## src/hw/dsl_pkg.sv

```systemverilog
// Constants for the dynamic safety loop supervisor.
// Assumes a single 20 MHz clock shared by every file that uses it.
package dsl_pkg;
  localparam int unsigned CLK_HZ = 20000000;
  // Wave half period: 2 ms, i.e. 250 Hz full wave, 500 checks per second
  localparam int unsigned HALF_PERIOD_US = 2000;
  localparam int unsigned HALF_PERIOD_CYC = (HALF_PERIOD_US * (CLK_HZ / 1000000));
  // Returned edge must arrive before this point of the half period
  localparam int unsigned CHECK_AT_US = 1800;
  localparam int unsigned CHECK_AT_CYC = (CHECK_AT_US * (CLK_HZ / 1000000));
  // Least reset contact closure, rounded up
  localparam int unsigned RESET_CLOSE_MS = 80;
  localparam int unsigned RESET_CLOSE_CYC = RESET_CLOSE_MS * (CLK_HZ / 1000);
  // Good half periods counted before the next good one makes the loop healthy
  localparam int unsigned GOOD_NEEDED = 4;
  localparam int unsigned CNT_W = 24;

  // APB map
  localparam logic [7:0] ADDR_CTRL = 8'h00;
  localparam logic [7:0] ADDR_STATUS = 8'h04;
  localparam logic [7:0] ADDR_IRQ_STAT = 8'h08;
  localparam logic [7:0] ADDR_IRQ_MASK = 8'h0c;
  localparam int unsigned CTRL_INFO_MODE_BIT = 0;
  localparam logic CTRL_RESET_VAL = 1'b0;
  localparam logic [3:0] IRQ_MASK_RESET_VAL = 4'h0;
  // Interrupt event bit positions
  localparam int unsigned EV_FAULT = 0;
  localparam int unsigned EV_ARMED = 1;
  localparam int unsigned EV_HEALTHY = 2;
  localparam int unsigned EV_RESET_REJECT = 3;

  typedef enum logic [1:0] {
    DSL_RST_IDLE,
    DSL_RST_CLOSED,
    DSL_RST_LONG
  } dsl_rst_state_t;
endpackage

```

## src/hw/dsl_sync.sv

```systemverilog
// Two-flop synchroniser for asynchronous pins.
// Assumes the input may change at any time relative to pclk.
`timescale 1ns/1ps
module dsl_sync #(
  parameter int unsigned WIDTH = 1
) (
  input wire logic pclk,
  input wire logic presetn,
  input wire logic [WIDTH-1:0] async_in,
  output logic [WIDTH-1:0] sync_out
);
  logic [WIDTH-1:0] meta_q;

  always_ff @(posedge pclk or negedge presetn) begin
    if (!presetn) begin
      meta_q <= '0;
      sync_out <= '0;
    end else begin
      meta_q <= async_in;
      sync_out <= meta_q;
    end
  end
endmodule // dsl_sync

```

## src/hw/dsl_supervisor.sv

```systemverilog
// Dynamic safety loop supervisor: wave generator, return checker, reset logic, outputs, APB.
// Assumes loop, strap and contact pins are asynchronous; APB master on pclk.
//
// Notes on behaviour
// (RULE1) Drive a continuous square wave out and receive it back through the chain.
// (RULE2) Each sensor inverts the wave when intact, blocks it when broken.
// (RULE3) Check the returned wave at least 200 times per second, every pulse.
// (RULE4) Parity strap high expects even inversions; open expects odd.
// (RULE5) Missing returned wave opens both safety outputs at once.
// (RULE6) Wrong polarity or late return is a fault and opens outputs.
// (RULE7) Manual reset needs contact close then open with loop healthy.
// (RULE8) Reset closures shorter than 80 ms are ignored.
// (RULE9) Auto reset link tied high: outputs close once loop is valid.
// (RULE10) Reset is only allowed while the feedback path is closed.
// (RULE11) Two safety outputs switch together: closed only when reset and healthy.
// (RULE12) Info mode 1: info output low when not reset, high when reset.
// (RULE13) Info mode 2: info output high only when healthy but not reset.
// (RULE14) Outputs close within 40 ms of activation conditions.
// (RULE15) Outputs open within 38 ms of loop loss.
// (RULE16) After power-up or fault, stay not reset until a new valid reset.
//
// Our own choices: the register offsets and the APB register port.
`timescale 1ns/1ps
module dsl_supervisor #(
  parameter int unsigned HALF_CYC = dsl_pkg::HALF_PERIOD_CYC,
  parameter int unsigned CHECK_CYC = dsl_pkg::CHECK_AT_CYC,
  parameter int unsigned CLOSE_CYC = dsl_pkg::RESET_CLOSE_CYC
) (
  input wire logic pclk,
  input wire logic presetn,
  input wire logic psel,
  input wire logic penable,
  input wire logic pwrite,
  input wire logic [7:0] paddr,
  input wire logic [31:0] pwdata,
  output logic [31:0] prdata,
  output logic pready,
  output logic pslverr,
  output logic loop_wave_out,
  input wire logic loop_wave_in,
  input wire logic parity_select,
  input wire logic reset_contact_in,
  input wire logic auto_reset_link,
  output logic safety_out_a,
  output logic safety_out_b,
  output logic info_output,
  output logic irq
);
  // Refuse timings that the counters cannot hold
  if (HALF_CYC < 2 || HALF_CYC > (1 << dsl_pkg::CNT_W)) begin : g_bad_half
    $error("Half period out of range");
  end
  if (CHECK_CYC == 0 || CHECK_CYC >= HALF_CYC) begin : g_bad_check
    $error("Check point beyond half period");
  end
  if (CLOSE_CYC == 0 || CLOSE_CYC >= (1 << dsl_pkg::CNT_W)) begin : g_bad_close
    $error("Counter too narrow");
  end
  if (dsl_pkg::GOOD_NEEDED < 1 || dsl_pkg::GOOD_NEEDED > 7) begin : g_bad_good
    $error("Good count out of range");
  end

  localparam logic [dsl_pkg::CNT_W-1:0] HALF_LAST = dsl_pkg::CNT_W'(HALF_CYC - 1);
  localparam logic [dsl_pkg::CNT_W-1:0] CHECK_AT = dsl_pkg::CNT_W'(CHECK_CYC);
  localparam logic [dsl_pkg::CNT_W-1:0] CLOSE_MIN = dsl_pkg::CNT_W'(CLOSE_CYC);
  localparam logic [2:0] GOOD_MAX = 3'(dsl_pkg::GOOD_NEEDED);

  logic [3:0] pins_s;

  dsl_sync #(
    .WIDTH(4)
  ) u_sync (
    .pclk(pclk),
    .presetn(presetn),
    .async_in({auto_reset_link, reset_contact_in, parity_select, loop_wave_in}),
    .sync_out(pins_s)
  );

  wire logic wave_in_s = pins_s[0];
  wire logic parity_s = pins_s[1];
  wire logic contact_s = pins_s[2];
  wire logic auto_s = pins_s[3];

  typedef struct packed {
    logic [dsl_pkg::CNT_W-1:0] phase_cnt;
    logic wave;
    logic prev_in;
    logic got_edge;
    logic [2:0] good_cnt;
    logic healthy;
    logic is_reset;
    dsl_pkg::dsl_rst_state_t rst_st;
    logic [dsl_pkg::CNT_W-1:0] close_cnt;
    logic info_mode;
    logic [3:0] irq_stat;
    logic [3:0] irq_mask;
    logic [31:0] rdata;
    logic out_on;
    logic info;
  } dsl_state_t;

  dsl_state_t s_q, s_d;

  function automatic logic expected_level(input logic wave, input logic even);
    return even ? wave : ~wave;
  endfunction

  // One decoder shared by writes and error response; the read mux decodes with its own case
  function automatic logic addr_is(input logic [7:0] addr, input logic [7:0] target);
    return addr == target;
  endfunction

  function automatic logic addr_mapped(input logic [7:0] addr);
    return addr_is(addr, dsl_pkg::ADDR_CTRL) || addr_is(addr, dsl_pkg::ADDR_STATUS) ||
           addr_is(addr, dsl_pkg::ADDR_IRQ_STAT) || addr_is(addr, dsl_pkg::ADDR_IRQ_MASK);
  endfunction

  // Write-one-to-clear; a new event wins over the clear
  function automatic logic [3:0] w1c_next(input logic [3:0] stat, input logic clr_en, input logic [3:0] clr,
                                          input logic [3:0] set);
    logic [3:0] kept;
    kept = clr_en ? (stat & ~clr) : stat;
    return kept | set;
  endfunction

  // Mode 1 reports reset state; mode 2 flags a restart block
  function automatic logic info_level(input logic mode2, input logic healthy, input logic armed);
    if (mode2) begin
      return healthy && !armed;
    end
    return armed;
  endfunction

  logic edge_seen;
  logic edge_ok;
  logic bad;
  logic acc;
  logic wr;
  logic [3:0] ev;

  always_comb begin
    s_d = s_q;
    ev = 4'h0;
    bad = 1'b0;
    acc = psel && penable;
    wr = acc && pwrite;

    // Wave generation and per-half check [RULE1] [RULE3]
    s_d.prev_in = wave_in_s;
    edge_seen = wave_in_s != s_q.prev_in;
    edge_ok = (wave_in_s == expected_level(s_q.wave, parity_s)) && (s_q.phase_cnt < CHECK_AT);
    if (edge_seen) begin
      // Edge must carry the level matching the expected inversion count [RULE4] [RULE6]
      if (edge_ok) begin
        s_d.got_edge = 1'b1;
      end else begin
        bad = 1'b1;
        s_d.healthy = 1'b0;
        s_d.good_cnt = 3'h0;
      end
    end
    if (s_q.phase_cnt == HALF_LAST) begin
      s_d.phase_cnt = '0;
      s_d.wave = ~s_q.wave;
      s_d.got_edge = 1'b0;
      // Absent or late returned edge means loop lost [RULE5] [RULE15]
      // Old flag on purpose: the next one was just cleared for the new half
      if (!s_q.got_edge || bad) begin
        s_d.healthy = 1'b0;
        s_d.good_cnt = 3'h0;
      end else if (s_q.good_cnt == GOOD_MAX) begin
        s_d.healthy = 1'b1;
      end else begin
        s_d.good_cnt = s_q.good_cnt + 3'h1;
      end
    end else begin
      s_d.phase_cnt = s_q.phase_cnt + 1'b1;
    end
    if (s_q.healthy && !s_d.healthy) begin
      ev[dsl_pkg::EV_FAULT] = 1'b1;
    end
    if (!s_q.healthy && s_d.healthy) begin
      ev[dsl_pkg::EV_HEALTHY] = 1'b1;
    end

    // Loss of loop drops the reset state; new reset needed [RULE16]
    if (!s_d.healthy) begin
      s_d.is_reset = 1'b0;
    end

    // Reset contact tracking; feedback contacts sit in series with it [RULE10]
    case (s_q.rst_st)
      dsl_pkg::DSL_RST_IDLE: begin
        s_d.close_cnt = '0;
        if (contact_s) begin
          s_d.rst_st = dsl_pkg::DSL_RST_CLOSED;
        end
      end
      dsl_pkg::DSL_RST_CLOSED: begin
        s_d.close_cnt = s_q.close_cnt + 1'b1;
        if (!contact_s) begin
          // Too short a closure is disregarded [RULE8]
          s_d.rst_st = dsl_pkg::DSL_RST_IDLE;
          ev[dsl_pkg::EV_RESET_REJECT] = 1'b1;
        end else if (s_d.close_cnt >= CLOSE_MIN) begin
          s_d.rst_st = dsl_pkg::DSL_RST_LONG;
        end
      end
      dsl_pkg::DSL_RST_LONG: begin
        if (!contact_s) begin
          s_d.rst_st = dsl_pkg::DSL_RST_IDLE;
          // Release after a long enough closure arms the outputs [RULE7]
          if (s_d.healthy && !auto_s) begin
            s_d.is_reset = 1'b1;
          end
        end
      end
      default: s_d.rst_st = dsl_pkg::DSL_RST_IDLE;
    endcase

    // Automatic reset with the feedback path closed [RULE9] [RULE10]
    if (auto_s && contact_s && s_d.healthy) begin
      s_d.is_reset = 1'b1;
    end
    if (!s_q.is_reset && s_d.is_reset) begin
      ev[dsl_pkg::EV_ARMED] = 1'b1;
    end

    // Both outputs from one flop; well inside 40 ms and 38 ms [RULE11] [RULE14] [RULE15]
    s_d.out_on = s_d.is_reset && s_d.healthy;
    // Information output modes [RULE12] [RULE13]
    s_d.info = info_level(s_q.info_mode, s_d.healthy, s_d.is_reset);

    // APB registers; writes to unmapped addresses are refused
    s_d.rdata = 32'h0000_0000;
    if (psel && !penable && !pwrite) begin
      case (paddr)
        dsl_pkg::ADDR_CTRL: s_d.rdata = {31'h0, s_q.info_mode};
        dsl_pkg::ADDR_STATUS: s_d.rdata = {25'h0,
                                          parity_s,
                                          auto_s,
                                          contact_s,
                                          wave_in_s,
                                          s_q.out_on,
                                          s_q.is_reset,
                                          s_q.healthy};
        dsl_pkg::ADDR_IRQ_STAT: s_d.rdata = {28'h0, s_q.irq_stat};
        dsl_pkg::ADDR_IRQ_MASK: s_d.rdata = {28'h0, s_q.irq_mask};
        default: s_d.rdata = 32'h0000_0000;
      endcase
    end
    if (wr && addr_is(paddr, dsl_pkg::ADDR_CTRL)) begin
      s_d.info_mode = pwdata[dsl_pkg::CTRL_INFO_MODE_BIT];
    end
    if (wr && addr_is(paddr, dsl_pkg::ADDR_IRQ_MASK)) begin
      s_d.irq_mask = pwdata[3:0];
    end
    s_d.irq_stat = w1c_next(s_q.irq_stat, wr && addr_is(paddr, dsl_pkg::ADDR_IRQ_STAT), pwdata[3:0], ev);
  end

  always_ff @(posedge pclk or negedge presetn) begin
    if (!presetn) begin
      s_q <= '{
        phase_cnt: '0,
        wave: 1'b0,
        prev_in: 1'b0,
        got_edge: 1'b0,
        good_cnt: 3'h0,
        healthy: 1'b0,
        is_reset: 1'b0,
        rst_st: dsl_pkg::DSL_RST_IDLE,
        close_cnt: '0,
        info_mode: dsl_pkg::CTRL_RESET_VAL,
        irq_stat: 4'h0,
        irq_mask: dsl_pkg::IRQ_MASK_RESET_VAL,
        rdata: 32'h0000_0000,
        out_on: 1'b0,
        info: 1'b0
      };
    end else begin
      s_q <= s_d;
    end
  end

  assign loop_wave_out = s_q.wave;
  assign safety_out_a = s_q.out_on;
  assign safety_out_b = s_q.out_on;
  assign info_output = s_q.info;
  assign irq = |(s_q.irq_stat & s_q.irq_mask);
  assign prdata = s_q.rdata;
  assign pready = 1'b1;
  assign pslverr = acc && !addr_mapped(paddr);
endmodule // dsl_supervisor

```

## config.mk

```make
export PLATFORM = sky130hd
export DESIGN_NAME = dsl_supervisor
export DESIGN_NICKNAME = d
export VERILOG_FILES = /design/src/hw/dsl_pkg.sv /design/src/hw/dsl_sync.sv /design/src/hw/dsl_supervisor.sv
export SDC_FILE = /design/constraint.sdc
export NUM_CORES = 1
export LEC_CHECK = 0
export BUFFER_PORTS_ARGS = -buffer_cell sky130_fd_sc_hd__buf_2
export CAP_MARGIN = 10
export CORE_MARGIN = 10
export CORE_UTILIZATION = 53
export DETAILED_ROUTE_END_ITERATION = 16
export GPL_TIMING_DRIVEN = 0
export PLACE_DENSITY = 0.74
export SLEW_MARGIN = 20
export SYNTH_ARGS = -nofsm -noshare
export SYNTH_HDL_FRONTEND = slang
export SYNTH_SLANG_ARGS = --single-unit
```

## constraint.sdc

```tcl
create_clock -name pclk -period 2.9 [get_ports pclk]
set_input_delay 0.87 -clock pclk [delete_from_list [all_inputs] [get_ports pclk]]
set_output_delay 0.87 -clock pclk [all_outputs]
set_load 0.005 [all_outputs]
```

==> impl_metrics.yaml <==
run_status:
  status: "completed"
cts:
  cts_tree: "yes"
  htreeDepth: 3
  cts_hold_buf: 0
  cts.path.max_buffers: 2
  worstSkewPairLatency_ns: 0.35
  numCtsBuffers: 9
  post_cts_buffers: 0
  cts.clk_slew.worst_paths_ns: 0.09
  cts.sinks: 84
  root_buffer: "clkbuf_8"
routing:
  drtIter0Drc: 181
  final_antenna_net_count: 0
  vias_per_cell: 5.42
  wire_per_inst_um: 14.6
  drt_pre_antenna_iters: 4
  vias: 3562
  wl_um: 9600
  drc: 0
power_and_ir_drop:
  pwr-share-seq_pct: 52.7
  power_switching_mw: 0.531
  p_clk_share_pct: 42.1
  combinationalPowerShare_pct: 5.2
  p_int_mw: 1.73
  swShare_pct: 23.5
  leakage_nw: 2.53
  p_per_area_nw_per_um2: 430
  max-vdd-ir-drop_v: 0.000341
worst_setup_path:
  r2r_cells: 9
  cp-end-kind: "register"
  reg2reg_from: "s_q[43]"
  r2r_end: "s_q[68]"
  path_class: "register to register"
  cp.arrival_ns: 2.88
  r2r_setup_slack_ns: 0.25
  critPathRequiredTime_ns: 3.13
  cp_max_fo: 10
  start_kind: "register"
  setup.worst_path.start: "s_q[43]"
sta:
  fin_worst_skew_ns: 0.0150
  fin_setup_tns_ns: 0
  worstMarginPinSlew_ns: 0.667
  setup-violations-final: 0
  timing.hold.ws_ns: 0.354
  hold_viol: 0
  finalWorstSetupSlack_ns: 0.254
  grt_setup_unrepaired: "false"
  fmax_mhz: 378
  min_period_ns: 2.65
  maxSlewHeadroom_pct: 55.0
  drv_slew: 0
  fin_crit_sh_pct: 91.2
floorplan:
  rows: 34
  die_area_um2: 12900
  start_util_pct: 53.8
  die-width_um: 113
  fp.dieH_um: 113
  core_um2: 8590
  ios: 88
layout:
  multi_input_area_um2: 2230
  fin_nets: 598
  fin_cells: 657
  seqCellArea_um2: 2100
  drive_above_1_share_pct: 20.8
  diodes: 0
  nFillCells: 759
  area_growth_pct: 13.7
  post-route-util_pct: 61.2
global_routing:
  track_usage_pct: 15.1
  antenna_found_initial: 0
  grt_pass1_vias: 3532
  globalRoute.totalOverflow: 0
  grt_first_pass_wirelength_um: 16600
  grt_max_degree: 46
place:
  routabilityCongestion: 0.872
  portBuffers: 31
  hpwl_um: 7120
  dp.cells: 641
  pre_cts_ws_ns: 0.242
synthesis:
  synth_ff_type: "dfrtp_1"
  seq_area_frac_synth_pct: 45.5
  ys_warn_count: 0
  synth.avg_cell_area_um2: 9.69
  syn-cell-area_um2: 4620
  synthTopCellsByArea: "dfrtp_1, buf_4, nand2_1, a22o_1, mux2_2"
  synth_edf_count: 0
  synth_cells: 477
  ys_ff_latch: 84
  yosysMostFrequentCell: "dfrtp_1"
  synth_top_area_share_pct: 45.5
  async_reset_ff_share_pct: 100
  yosys.area.top_type: "dfrtp_1"
  synth_common_cells: "dfrtp_1, nand2_1, buf_4"
  yosysUniqueCellTypes: 61
hold_path:
  whs_endpoint: "u_sync.sync_out[1]"
  hold_class: "register to register"
  holdPathStages: 0
  holdCritStartpoint: "u_sync.meta_q[1]"
run:
  maxCapViolations: 0
==> power by group through the flow <==
| stage | Combinational, mW | Sequential [mW] | Clock (mW) |
|---|---|---|---|
| floorplan | 0.0674 | 1.21 | 0 |
| global placement | 0.111 | 1.21 | 0 |
| detailed placement | 0.117 | 1.22 | 0 |
| CTS | 0.118 | 1.19 | 0.978 |
| global route | 0.135 | 1.19 | 1.02 |
| finish | 0.118 | 1.19 | 0.953 |
==> cell families (layout without fill, tap and decap cells) <==
kind of cell    count (synthesis)  after routing  share of synthesized area (%)
xor+xnor                       27             27                           5.11
other cells                     2             26                          0.162
flops                          84             84                           45.5
fa+ha+maj                       5              5                           1.35
simple gates                  195            195                           21.9
buf+inv                        65            113                           8.39
compound gates                 79             79                           12.6
mux                            20             20                           5.03
==> worst max path at each step <==
stage / slack, ns / to
6_report: 0.25 / s_q[68]
5_1_grt: 0.07 / s_q[68]
4_1_cts: 0.23 / s_q[68]
3_5_place_dp: 0.24 / s_q[68]
3_3_place_gp: 0.30 / s_q[40]
2_1_floorplan: 0.54 / pslverr
==> per-stage QoR <==
step	cell area [um^2]	power, mW
after floorplan	4710	1.28
after global placement	5000	1.33
after detailed placement	5030	1.33
after CTS	5250	2.29
after global routing	5260	2.35
final	5260	2.26
==> state kept, by name, indices dropped and copies added (netlist names), named ones only <==
name	flops
info_output	1
loop_wave_out	1
prdata	7
s_q	65
safety_out_a	1
u_sync.meta_q	4
u_sync.sync_out	4
==> area by class of cell <==
cell class	count	area share (%)
Inverter	8	0.571
Buffer	57	6.80
Sequential cell	84	40.0
Clock buffer	9	2.35
Clock inverter	7	1.95
Multi-Input combinational cell	352	42.4
Timing Repair Buffer	32	3.38
Tap cell	108	2.57
==> timing repair <==
action / CTS / global route
endpoints found under the setup margin: 0 / 1
endpoints found under the hold margin: 0 / 0
gates resized for setup: 0 / 1
==> per-layer routing <==
| layer | global-route usage, % | vias to the layer above | share of wire (%) |
|---|---|---|---|
| li1 | - | 1783 | - |
| met1 | 19.1 | 1700 | 44 |
| met2 | 26.0 | 71 | 51 |
| met3 | 2.73 | 8 | 4.1 |
| met4 | 4.15 | 0 | 0.77 |
| met5 | 0 | - | 0 |
==> critical path, stage by stage (launching register included) <==
cell and delay, ns:
dfrtp_1 0.44, ha_1 0.16, buf_2 0.20, nand3_1 0.18
or2_1 0.33, o31a_1 0.32, a211o_1 0.28, a211oi_2 0.18
o211ai_1 0.18, a41o_1 0.27
==> layout by cell type, fill, tap and decap left out, drive strengths merged, types with 3 or more instances in the layout <==
| cell | n |
|---|---|
| and4 | 4 |
| ha | 5 |
| and3 | 14 |
| clkbuf | 25 |
| xor2 | 11 |
| a22o | 21 |
| a21o | 5 |
| nor2b | 6 |
| mux2 | 16 |
| inv | 11 |
| o31ai | 3 |
| buf | 73 |
| nor4 | 12 |
| nand4 | 10 |
| a22oi | 6 |
| or4 | 3 |
| mux2i | 3 |
| nor2 | 34 |
| a21oi | 7 |
| nand3 | 26 |
| conb | 26 |
| and2 | 7 |
| o21ai | 18 |
| xnor2 | 16 |
| nor3 | 11 |
| nand2 | 55 |
| dfrtp | 84 |
(Power assumes the default switching activity.)
